--- src/cmd_decoder_map.svh ---
// Constants for the voice channel command decoder
`ifndef CMD_DECODER_MAP_SVH
`define CMD_DECODER_MAP_SVH

// ----------------------------------------------------------------
// Command codes (write codes, read is code + 1; CMD_REV_RD and CMD_TX_DATA_RD are read codes)
// ----------------------------------------------------------------
`define CMD_SOFT_RESET    8'h02
`define CMD_HARD_RESET    8'h04
`define CMD_NO_OP         8'h06
`define CMD_TX_SLOT_WR    8'h40
`define CMD_RX_SLOT_WR    8'h42
`define CMD_CLK_SLOT_WR   8'h44
`define CMD_DEV_CFG_WR    8'h46
`define CMD_CHAN_EN_WR    8'h4A
`define CMD_GAINS_WR      8'h50
`define CMD_SYS_STATE_WR  8'h56
`define CMD_INT_MASK_WR   8'h6C
`define CMD_REV_RD        8'h73
`define CMD_TX_DATA_RD    8'hCD
`define CMD_SWREG_PAR_WR  8'hE4
`define CMD_SWREG_CTL_WR  8'hE6

// ----------------------------------------------------------------
// Field positions and reset values
// ----------------------------------------------------------------
`define RW_BIT            0
`define CHAN0_EN_BIT      0
`define CHAN1_EN_BIT      1
`define TX_SLOT_RST0      8'h00
`define TX_SLOT_RST1      8'h01
`define RX_SLOT_RST0      8'h00
`define RX_SLOT_RST1      8'h01
`define CLK_SLOT_RST      8'h00
`define DEV_CFG_RST       8'h8A
`define CHAN_EN_RST       8'h00
`define GAINS_RST         8'h00
`define INT_MASK_RST      8'h00
`define SWREG_PAR_RST     8'h00
`define SWREG_CTL_RST     8'h00
// Identity codes: arbitrary neutral values, not those of any real part
`define REVISION_ID       8'h5A
`define PART_CODE_ID      8'hA5

`endif

--- src/cmd_decoder_pkg.sv ---
// Types for the voice channel command decoder
`default_nettype none
package cmd_decoder_pkg;
  typedef enum logic [1:0] {
    LINE_SHUTDOWN,
    LINE_DISCONNECT,
    LINE_ACTIVE,
    LINE_RINGING
  } line_state_type;

  typedef enum {
    DEC_IDLE,
    DEC_WR_DATA,
    DEC_RD_DATA
  } dec_state_type;
endpackage
`default_nettype wire

--- src/voice_channel_command_decoder.sv ---
// Command decoder for the two-channel line interface host port
// Behaviour
// RQ1: Even code writes a register, next odd code reads; bit 0 set means read.
// RQ2: Software reset acts only on channels whose enable bits are set.
// RQ3: Software reset keeps time slots, clock slots and chip-wide settings.
// RQ4: Software reset puts selected channels in disconnect unless in shutdown.
// RQ5: Hardware reset command acts exactly like the reset pin held low.
// RQ6: Hardware reset ignores channel enables and shuts down every channel.
// RQ7: Any hardware reset restores every register field to its default.
// RQ8: Host writes zero to reserved bits; reserved read value is unspecified.
// RQ9: Host never sends a code missing from the command list.
// RQ10: Channel enable register is chip-wide, reachable under any enables.
// RQ11: Read-only chip command returns revision and product code; the code returns their XOR as one byte.
// RQ12: Read-only channel command returns transmit sample data; no write.
// RQ13: Transmit time slot is stored per channel, reached via enables.
// RQ14: Clock slot and edge register is one chip-wide register.
// RQ15: Interrupt mask register is one chip-wide register.
// RQ16: Switching regulator parameter and control registers are chip-wide.
// RQ17: No-operation completes and changes nothing, including pending read data.
// RQ18: Channel writes with several enables update all enabled channels alike.
// RQ19: Channel reads with several enables return the lowest enabled channel.
`timescale 1ns/1ps
`default_nettype none
`include "cmd_decoder_map.svh"
module voice_channel_command_decoder
  import cmd_decoder_pkg::*;
(
  input  wire logic       ref_clk,
  input  wire logic       resetn,
  input  wire logic       byte_valid,
  input  wire logic [7:0] byte_in,
  input  wire logic       rd_taken,
  input  wire logic [7:0] tx_sample_0,
  input  wire logic [7:0] tx_sample_1,
  output logic            rd_valid,
  output logic      [7:0] rd_data,
  output logic            busy,
  output logic      [1:0] chan_shutdown,
  output logic      [1:0] chan_enable,
  output logic            hard_reset_pulse
);

  // ----------------------------------------------------------------
  // State
  // ----------------------------------------------------------------
  dec_state_type state_reg, state_next;
  logic [7:0]    cmd_reg, cmd_next;
  logic [7:0]    rdat_reg, rdat_next;
  logic          rval_reg, rval_next;
  logic          hrst_reg, hrst_next;
  logic          soft_reg, soft_next;
  logic          wstb_reg, wstb_next;
  logic [7:0]    wdat_reg, wdat_next;
  logic [7:0]    chan_en_reg, chan_en_next;
  logic [7:0]    clk_slot_reg, clk_slot_next;
  logic [7:0]    dev_cfg_reg, dev_cfg_next;
  logic [7:0]    int_mask_reg, int_mask_next;
  logic [7:0]    swreg_par_reg, swreg_par_next;
  logic [7:0]    swreg_ctl_reg, swreg_ctl_next;
  logic [1:0]    shut_reg, shut_next;
  logic          busy_reg, busy_next;

  logic [7:0]     tx_slot [2];
  logic [7:0]     rx_slot [2];
  logic [7:0]     gains   [2];
  line_state_type lstate  [2];
  logic [1:0]     sel;
  logic           low_ch;
  logic [7:0]     tx_sample;

  assign sel       = {chan_en_reg[`CHAN1_EN_BIT], chan_en_reg[`CHAN0_EN_BIT]};
  // RQ19: lowest enabled channel wins
  assign low_ch    = !sel[0] && sel[1];
  assign tx_sample = low_ch ? tx_sample_1 : tx_sample_0;

  // ----------------------------------------------------------------
  // Per-channel register sets
  // ----------------------------------------------------------------
  channel_regs #(
    .TX_SLOT_RST (`TX_SLOT_RST0),
    .RX_SLOT_RST (`RX_SLOT_RST0)
  ) u_chan0 (
    .ref_clk    (ref_clk),
    .resetn     (resetn),
    .hard_reset (hrst_reg),
    .selected   (sel[0]),
    .soft_reset (soft_reg),
    .wr_stb     (wstb_reg),
    .wr_cmd     (cmd_reg),
    .wr_data    (wdat_reg),
    .tx_slot    (tx_slot[0]),
    .rx_slot    (rx_slot[0]),
    .gains      (gains[0]),
    .line_state (lstate[0])
  );

  channel_regs #(
    .TX_SLOT_RST (`TX_SLOT_RST1),
    .RX_SLOT_RST (`RX_SLOT_RST1)
  ) u_chan1 (
    .ref_clk    (ref_clk),
    .resetn     (resetn),
    .hard_reset (hrst_reg),
    .selected   (sel[1]),
    .soft_reset (soft_reg),
    .wr_stb     (wstb_reg),
    .wr_cmd     (cmd_reg),
    .wr_data    (wdat_reg),
    .tx_slot    (tx_slot[1]),
    .rx_slot    (rx_slot[1]),
    .gains      (gains[1]),
    .line_state (lstate[1])
  );

  // ----------------------------------------------------------------
  // Decoder: command byte, then one data byte in or out
  // ----------------------------------------------------------------
  // Channel resets are pipelined one cycle behind the command so the
  // channel sets see a single clean strobe.
  always_comb begin
    state_next     = state_reg;
    cmd_next       = cmd_reg;
    rdat_next      = rdat_reg;
    rval_next      = rval_reg;
    hrst_next      = 1'b0;
    soft_next      = 1'b0;
    wstb_next      = 1'b0;
    wdat_next      = wdat_reg;
    chan_en_next   = chan_en_reg;
    clk_slot_next  = clk_slot_reg;
    dev_cfg_next   = dev_cfg_reg;
    int_mask_next  = int_mask_reg;
    swreg_par_next = swreg_par_reg;
    swreg_ctl_next = swreg_ctl_reg;
    shut_next      = {lstate[1] == LINE_SHUTDOWN, lstate[0] == LINE_SHUTDOWN};
    if (hrst_reg) begin
      // RQ5: same as reset pin
      // RQ7: chip-wide defaults
      state_next     = DEC_IDLE;
      cmd_next       = 8'h00;
      rdat_next      = 8'h00;
      rval_next      = 1'b0;
      chan_en_next   = `CHAN_EN_RST;
      clk_slot_next  = `CLK_SLOT_RST;
      dev_cfg_next   = `DEV_CFG_RST;
      int_mask_next  = `INT_MASK_RST;
      swreg_par_next = `SWREG_PAR_RST;
      swreg_ctl_next = `SWREG_CTL_RST;
    end else begin
      case (state_reg)
        DEC_IDLE: begin
          if (byte_valid) begin
            cmd_next = byte_in;
            // RQ1: bit 0 picks direction
            if (byte_in[`RW_BIT]) begin
              state_next = DEC_RD_DATA;
              rval_next  = 1'b1;
              // RQ19 RQ8: lowest channel read, reserved bits zero
              case (byte_in)
                `CMD_TX_SLOT_WR + 8'h01: rdat_next = tx_slot[low_ch];
                `CMD_RX_SLOT_WR + 8'h01: rdat_next = rx_slot[low_ch];
                `CMD_GAINS_WR + 8'h01: rdat_next = gains[low_ch];
                `CMD_SYS_STATE_WR + 8'h01: rdat_next = {6'h00, lstate[low_ch]};
                `CMD_CLK_SLOT_WR + 8'h01: rdat_next = clk_slot_reg;
                `CMD_DEV_CFG_WR + 8'h01: rdat_next = dev_cfg_reg;
                `CMD_CHAN_EN_WR + 8'h01: rdat_next = chan_en_reg;
                `CMD_INT_MASK_WR + 8'h01: rdat_next = int_mask_reg;
                `CMD_SWREG_PAR_WR + 8'h01: rdat_next = swreg_par_reg;
                `CMD_SWREG_CTL_WR + 8'h01: rdat_next = swreg_ctl_reg;
                // RQ11: identity read
                `CMD_REV_RD: rdat_next = `REVISION_ID ^ `PART_CODE_ID;
                // RQ12: transmit sample read
                `CMD_TX_DATA_RD: rdat_next = tx_sample;
                default: rdat_next = 8'h00;
              endcase
            end else begin
              case (byte_in)
                // RQ5: hardware reset command
                `CMD_HARD_RESET: hrst_next = 1'b1;
                // RQ2: software reset on enables
                `CMD_SOFT_RESET: soft_next = 1'b1;
                // RQ17: no-op changes nothing
                `CMD_NO_OP: state_next = DEC_IDLE;
                default: state_next = DEC_WR_DATA;
              endcase
            end
          end
        end
        DEC_WR_DATA: begin
          if (byte_valid) begin
            state_next = DEC_IDLE;
            case (cmd_reg)
              // RQ10: chip-wide enables
              `CMD_CHAN_EN_WR: chan_en_next = byte_in;
              // RQ14: shared clock slot
              `CMD_CLK_SLOT_WR: clk_slot_next = byte_in;
              `CMD_DEV_CFG_WR: dev_cfg_next = byte_in;
              // RQ15: chip-wide mask
              `CMD_INT_MASK_WR: int_mask_next = byte_in;
              // RQ16: chip-wide regulator
              `CMD_SWREG_PAR_WR: swreg_par_next = byte_in;
              `CMD_SWREG_CTL_WR: swreg_ctl_next = byte_in;
              // RQ18: broadcast to all enabled
              default: begin
                wstb_next = 1'b1;
                wdat_next = byte_in;
              end
            endcase
          end
        end
        DEC_RD_DATA: begin
          // No new command until the answer has been taken
          if (rd_taken) begin
            rval_next  = 1'b0;
            state_next = DEC_IDLE;
          end
        end
        default: state_next = DEC_IDLE;
      endcase
    end
    // Busy is registered so the pin comes straight from a flop
    busy_next = state_next != DEC_IDLE;
  end

  // Registers; the pin reset gives the same defaults as the command
  always_ff @(posedge ref_clk or negedge resetn) begin
    if (!resetn) begin
      state_reg     <= DEC_IDLE;
      cmd_reg       <= 8'h00;
      rdat_reg      <= 8'h00;
      rval_reg      <= 1'b0;
      hrst_reg      <= 1'b0;
      soft_reg      <= 1'b0;
      wstb_reg      <= 1'b0;
      wdat_reg      <= 8'h00;
      chan_en_reg   <= `CHAN_EN_RST;
      clk_slot_reg  <= `CLK_SLOT_RST;
      dev_cfg_reg   <= `DEV_CFG_RST;
      int_mask_reg  <= `INT_MASK_RST;
      swreg_par_reg <= `SWREG_PAR_RST;
      swreg_ctl_reg <= `SWREG_CTL_RST;
      shut_reg      <= 2'b11;
      busy_reg      <= 1'b0;
    end else begin
      state_reg     <= state_next;
      cmd_reg       <= cmd_next;
      rdat_reg      <= rdat_next;
      rval_reg      <= rval_next;
      hrst_reg      <= hrst_next;
      soft_reg      <= soft_next;
      wstb_reg      <= wstb_next;
      wdat_reg      <= wdat_next;
      chan_en_reg   <= chan_en_next;
      clk_slot_reg  <= clk_slot_next;
      dev_cfg_reg   <= dev_cfg_next;
      int_mask_reg  <= int_mask_next;
      swreg_par_reg <= swreg_par_next;
      swreg_ctl_reg <= swreg_ctl_next;
      shut_reg      <= shut_next;
      busy_reg      <= busy_next;
    end
  end

  assign rd_valid         = rval_reg;
  assign rd_data          = rdat_reg;
  assign busy             = busy_reg;
  assign chan_shutdown    = shut_reg;
  assign chan_enable      = sel;
  assign hard_reset_pulse = hrst_reg;
endmodule
`default_nettype wire

--- src/channel_regs.sv ---
// Per-channel register set: time slots, gains and line state
`timescale 1ns/1ps
`default_nettype none
`include "cmd_decoder_map.svh"
module channel_regs
  import cmd_decoder_pkg::*;
#(
  parameter logic [7:0] TX_SLOT_RST = 8'h00,
  parameter logic [7:0] RX_SLOT_RST = 8'h00
) (
  input  wire logic           ref_clk,
  input  wire logic           resetn,
  input  wire logic           hard_reset,
  input  wire logic           selected,
  input  wire logic           soft_reset,
  input  wire logic           wr_stb,
  input  wire logic [7:0]     wr_cmd,
  input  wire logic [7:0]     wr_data,
  output logic       [7:0]    tx_slot,
  output logic       [7:0]    rx_slot,
  output logic       [7:0]    gains,
  output line_state_type      line_state
);

  logic [7:0]     tx_slot_reg, tx_slot_next;
  logic [7:0]     rx_slot_reg, rx_slot_next;
  logic [7:0]     gains_reg, gains_next;
  line_state_type state_reg, state_next;

  // Next values; writes only land when this channel is selected
  always_comb begin
    tx_slot_next = tx_slot_reg;
    rx_slot_next = rx_slot_reg;
    gains_next   = gains_reg;
    state_next   = state_reg;
    if (hard_reset) begin
      // RQ7: defaults restored
      tx_slot_next = TX_SLOT_RST;
      rx_slot_next = RX_SLOT_RST;
      gains_next   = `GAINS_RST;
      // RQ6: forced to shutdown
      state_next   = LINE_SHUTDOWN;
    end else if (selected && soft_reset) begin
      // RQ4: disconnect unless shut down
      // RQ3: slots left untouched here
      if (state_reg != LINE_SHUTDOWN) begin
        state_next = LINE_DISCONNECT;
      end
    end else if (selected && wr_stb) begin
      // RQ13: per-channel slot storage
      case (wr_cmd)
        `CMD_TX_SLOT_WR: tx_slot_next = wr_data;
        `CMD_RX_SLOT_WR: rx_slot_next = wr_data;
        `CMD_GAINS_WR: gains_next = wr_data;
        `CMD_SYS_STATE_WR: state_next = line_state_type'(wr_data[1:0]);
        default: tx_slot_next = tx_slot_reg;
      endcase
    end
  end

  // Registers
  always_ff @(posedge ref_clk or negedge resetn) begin
    if (!resetn) begin
      // RQ5: pin and command give same defaults
      tx_slot_reg <= TX_SLOT_RST;
      rx_slot_reg <= RX_SLOT_RST;
      gains_reg   <= `GAINS_RST;
      state_reg   <= LINE_SHUTDOWN;
    end else begin
      tx_slot_reg <= tx_slot_next;
      rx_slot_reg <= rx_slot_next;
      gains_reg   <= gains_next;
      state_reg   <= state_next;
    end
  end

  assign tx_slot    = tx_slot_reg;
  assign rx_slot    = rx_slot_reg;
  assign gains      = gains_reg;
  assign line_state = state_reg;

endmodule
`default_nettype wire

--- config.mk ---
export PLATFORM = sky130hd
export DESIGN_NAME = voice_channel_command_decoder
export DESIGN_NICKNAME = d
export VERILOG_FILES = /design/src/cmd_decoder_pkg.sv /design/src/voice_channel_command_decoder.sv /design/src/channel_regs.sv
export VERILOG_INCLUDE_DIRS = /design/src
export SDC_FILE = /design/constraint.sdc
export NUM_CORES = 1
export LEC_CHECK = 0
export ABC_AREA = 1
export ABC_CLOCK_PERIOD_IN_PS = 3200
export BUFFER_PORTS_ARGS = -buffer_cell sky130_fd_sc_hd__buf_2
export CAP_MARGIN = 25
export CELL_PAD_IN_SITES_DETAIL_PLACEMENT = 1
export CELL_PAD_IN_SITES_GLOBAL_PLACEMENT = 1
export CORE_MARGIN = 1
export CORE_UTILIZATION = 49
export CTS_CLUSTER_DIAMETER = 150
export DETAILED_ROUTE_END_ITERATION = 8
export MAX_ROUTING_LAYER = met4
export PLACE_DENSITY = 0.86
export SLEW_MARGIN = 5
export SYNTH_ARGS = -nofsm -noshare
export SYNTH_HDL_FRONTEND = slang
export SYNTH_SLANG_ARGS = --single-unit
--- constraint.sdc ---
create_clock -name ref_clk -period 3.2 [get_ports ref_clk]
set_clock_uncertainty 0.2 [all_clocks]
set_input_delay 0.64 -clock ref_clk [delete_from_list [all_inputs] [get_ports ref_clk]]
set_output_delay 0.64 -clock ref_clk [all_outputs]
set_load 0.05 [all_outputs]
==> run summary <==
The flow ran to the end, and the final reports show no timing, DRC or antenna violations. The worst reg2reg path endpoint is u_chan0.tx_slot[5]$_DFFE_PN0P_. Counting cells, the worst reg-to-reg path comes to 4. TritonCTS built the clock tree. The die area was 16,300 sq um. Counting I/O delays and the setup requirement, the final critical path takes 2.57 ns. The worst-case IR drop observed on VDD is 0.000330 V. For the pin with the worst max-slew slack, the measured transition is 0.796 ns. Dividing the detail-routed via count by the number of cells gives 5.58. The tools report the number of violations reported at the end of detailed-routing iteration 0 as 630. For the total standard cell area after synthesis, the log shows 7720 sq um.

After clock tree synthesis, the flow added hold-fix buffers numbering 0. The tools report the final count of pins violating max slew as 0. The cell count after synthesis is 964. The internal portion of the total power is 3.44 mW. The run gives 0 as the number of gates resized after CTS.

The run gives 7,286 as the via count of the first global-routing pass. The count of input and output buffers is 42. The H-tree was split into 4 levels. Global routing finished with a remaining overflow of 0. Of the total power, the clock network draws 48.2%. In the final design database the tool counted 1,063 nets. The tools report the cell area reported after detailed placement as 8260 sq um. The count of nets left with antenna violations once routing finished came out at 0.

Yosys printed 0 warnings. The tightest slew margin relative to the limit is 46.8%, and the total DRC errors in the routed layout is 0. The maximum frequency from static timing analysis came out at 389 MHz. Summed over all layers, the routed wires come to 24,100 microns.

STA classifies the critical path startpoint as a register. After floorplanning, the core was sized to cover 15,300 sq um. The first global-routing pass estimated 39,200 microns of wire. Adding up every negative setup slack in the final design gives 0 ns.

The tools report the required time at the endpoint of the critical path as 3.32 ns. The tools report the startpoint of the lowest-slack register-to-register path as hard_reset_pulse$_DFF_PN0_. Data arrives at the worst endpoint at 2.69 ns.

The type of destination of the critical path was a register. TritonCTS created 17 clock buffers. In this run the register-to-register setup slack is 0.63 ns. For this run, asynchronously set or reset flops after synthesis account for 100%. Combinational logic is responsible for 4.7% of the overall power.

Setup repair after global routing left no endpoint under its margin. The type of the worst min-delay path was input pin to asynchronous set/reset pin. After clock tree synthesis, the setup repair step added 0 buffers.

The flip-flop count of the largest register after layout was 32. After clock tree synthesis, the clock-pin slew on the worst setup and hold paths is 0.07 ns. Measured along the x axis, the die boundary spans 128 microns. The pre-antenna-repair detailed-routing pass consisted of 6 iterations.

The initial core utilization came out at 50.4%. Most common flop cell mapped by yosys: sky130_fd_sc_hd__dfrtp_1. Of the total power, the share spent switching nets is 23.7%. The final-report hold violation count came out at 0. The final worst-path cycle share came out at 80.3%. The tool flagged a number of max-cap violations equal to 0. Entering global routing, the biggest net connects 73 pins. The area growth from synthesis to final layout was 15.3%. The critical path is of the register to register type.

The fraction of power consumed by sequential logic came out at 47.1%. The congestion estimate from routability-driven global placement came to 0.886. The average instance in the mapped netlist occupies 8.01 sq um.

The synthesized netlist contains 35 unique library cells. The longest clock path from root to sink contains 2 buffers. The logs give 52.9% for the share of synthesized area occupied by flip-flops and latches and 0.43 ns for the clock insertion delay at the later pin of the skew report. The library cell used most frequently in the layout, excluding fill and tap cells, is sky130_fd_sc_hd__nand2_1. The HPWL after detailed placement is 16,300 microns. The initialized floorplan defines 45 standard-cell rows.

The number of antenna violations at the first check in global routing is 1, and the highest fanout seen on the critical path is 16. The top cell types in the final layout, fill and taps aside, are 289 x sky130_fd_sc_hd__nand2_1, 156 x sky130_fd_sc_hd__dfrtp_1, 120 x sky130_fd_sc_hd__o21ai_0, 92 x sky130_fd_sc_hd__nand3_1, 81 x sky130_fd_sc_hd__inv_1. The clock tree root buffer cell is sky130_fd_sc_hd__clkbuf_16.

In this run the static leakage power is 4.39 nW. The number of synthesized flops with an enable pin is 0, and the flip-flop and latch count after synthesis is 163. The tools report the total track usage as 32.9%. The detailed router placed 7,031 vias in this run.

Per-cell routed wire length: 19.1 microns. Setup violations remaining at the end of the flow were counted as 0. Cells with a size suffix above 1 make up 12.4% of the layout. The height of the chip was 128 microns; the number of clock sinks was 163.

The ratio of total power to cell area is 506 nW/um^2, and the final design utilization is 58.1%. The run gives 43 as the number of placed I/O pins. With fillers left out, the area of the finished cells amounts to 8900 sq um.

The run gives 1.07 mW as the power dissipated by switching net loads.
==> cell usage after synthesis, types with 6 or more instances <==
library cell | count | area [sq um]
sky130_fd_sc_hd__nand4_1 | 6 | 37.5
sky130_fd_sc_hd__nor3b_1 | 6 | 45.0
sky130_fd_sc_hd__nand3_1 | 92 | 460
sky130_fd_sc_hd__dfrtp_1 | 156 | 3900
sky130_fd_sc_hd__nor3_1 | 6 | 30.0
sky130_fd_sc_hd__o21ai_0 | 120 | 601
sky130_fd_sc_hd__dfstp_2 | 7 | 184
sky130_fd_sc_hd__nand2_1 | 289 | 1080
sky130_fd_sc_hd__o21ai_1 | 14 | 70.1
sky130_fd_sc_hd__clkbuf_1 | 16 | 60.1
sky130_fd_sc_hd__buf_2 | 9 | 45.0
sky130_fd_sc_hd__a21oi_1 | 27 | 135
sky130_fd_sc_hd__nor2_1 | 79 | 297
sky130_fd_sc_hd__inv_1 | 81 | 304
==> metrics by stage <==
stage	total power, mW	hold slack, ns	setup WS, ns	instances
final	4.50	0.0373	0.630	1260
after global routing	4.62	0.0855	0.512	1260
after CTS	4.53	0.0703	0.696	1257
after detailed placement	2.37	0.213	0.627	1225
after global placement	2.36	0.204	0.710	1225
after floorplan	2.25	0.144	1.24	993
==> logic make-up after synthesis <==
kind of cell	synth area share, %
other	0.0486
flip-flops	52.9
buffers and inverters	6.52
AO/OA/AOI/OAI	12.6
AND/OR/NAND/NOR	27.9
==> layout make-up <==
class                      instances  area (sq um)
tap                              211           264
inverter                          88           330
clock buffer                      19           453
sequential                       163          4090
clock inverter                    13           174
timing repair buffer              57           354
multi-input combinational        708          3240
antenna                            1          2.50
fill                            1941          6410
==> metal layers <==
metal	GRT usage, %	wire (microns)	vias to the layer above
met5	-	0	-
met4	14.0	873	0
met3	5.65	1250	67
met2	53.3	11800	237
met1	40.9	10200	3499
li1	-	-	3228
==> critical path: stages (launching register included) <==
cell	delay [ns]
sky130_fd_sc_hd__dfrtp_1	0.72
sky130_fd_sc_hd__inv_2	0.33
sky130_fd_sc_hd__o21ai_0	0.33
sky130_fd_sc_hd__nand2_1	0.50
sky130_fd_sc_hd__o21ai_0	0.37
==> power groups by stage <==
stage | clock [mW] | sequential (mW) | combinational (mW)
2_1_floorplan | 0 | 2.15 | 0.0969
3_3_place_gp | 0 | 2.16 | 0.203
3_5_place_dp | 0 | 2.16 | 0.208
4_1_cts | 2.19 | 2.12 | 0.211
5_1_grt | 2.27 | 2.12 | 0.236
6_report | 2.17 | 2.12 | 0.211
==> how the worst max path moves through the flow <==
stage,to,depth (start not counted),startpoint
6_report,u_chan0.tx_slot[5]$_DFFE_PN0P_,4,hard_reset_pulse$_DFF_PN0_
5_1_grt,u_chan0.tx_slot[5]$_DFFE_PN0P_,4,hard_reset_pulse$_DFF_PN0_
4_1_cts,swreg_ctl_reg[5]$_DFFE_PN0P_,8,state_reg[20]$_DFF_PN0_
3_5_place_dp,rd_data[3]$_DFFE_PN0P_,10,byte_in[3]
3_3_place_gp,rd_data[3]$_DFFE_PN0P_,10,byte_in[3]
2_1_floorplan,rd_data[0]$_DFFE_PN0P_,9,byte_in[4]
(Power assumes the default switching activity.)
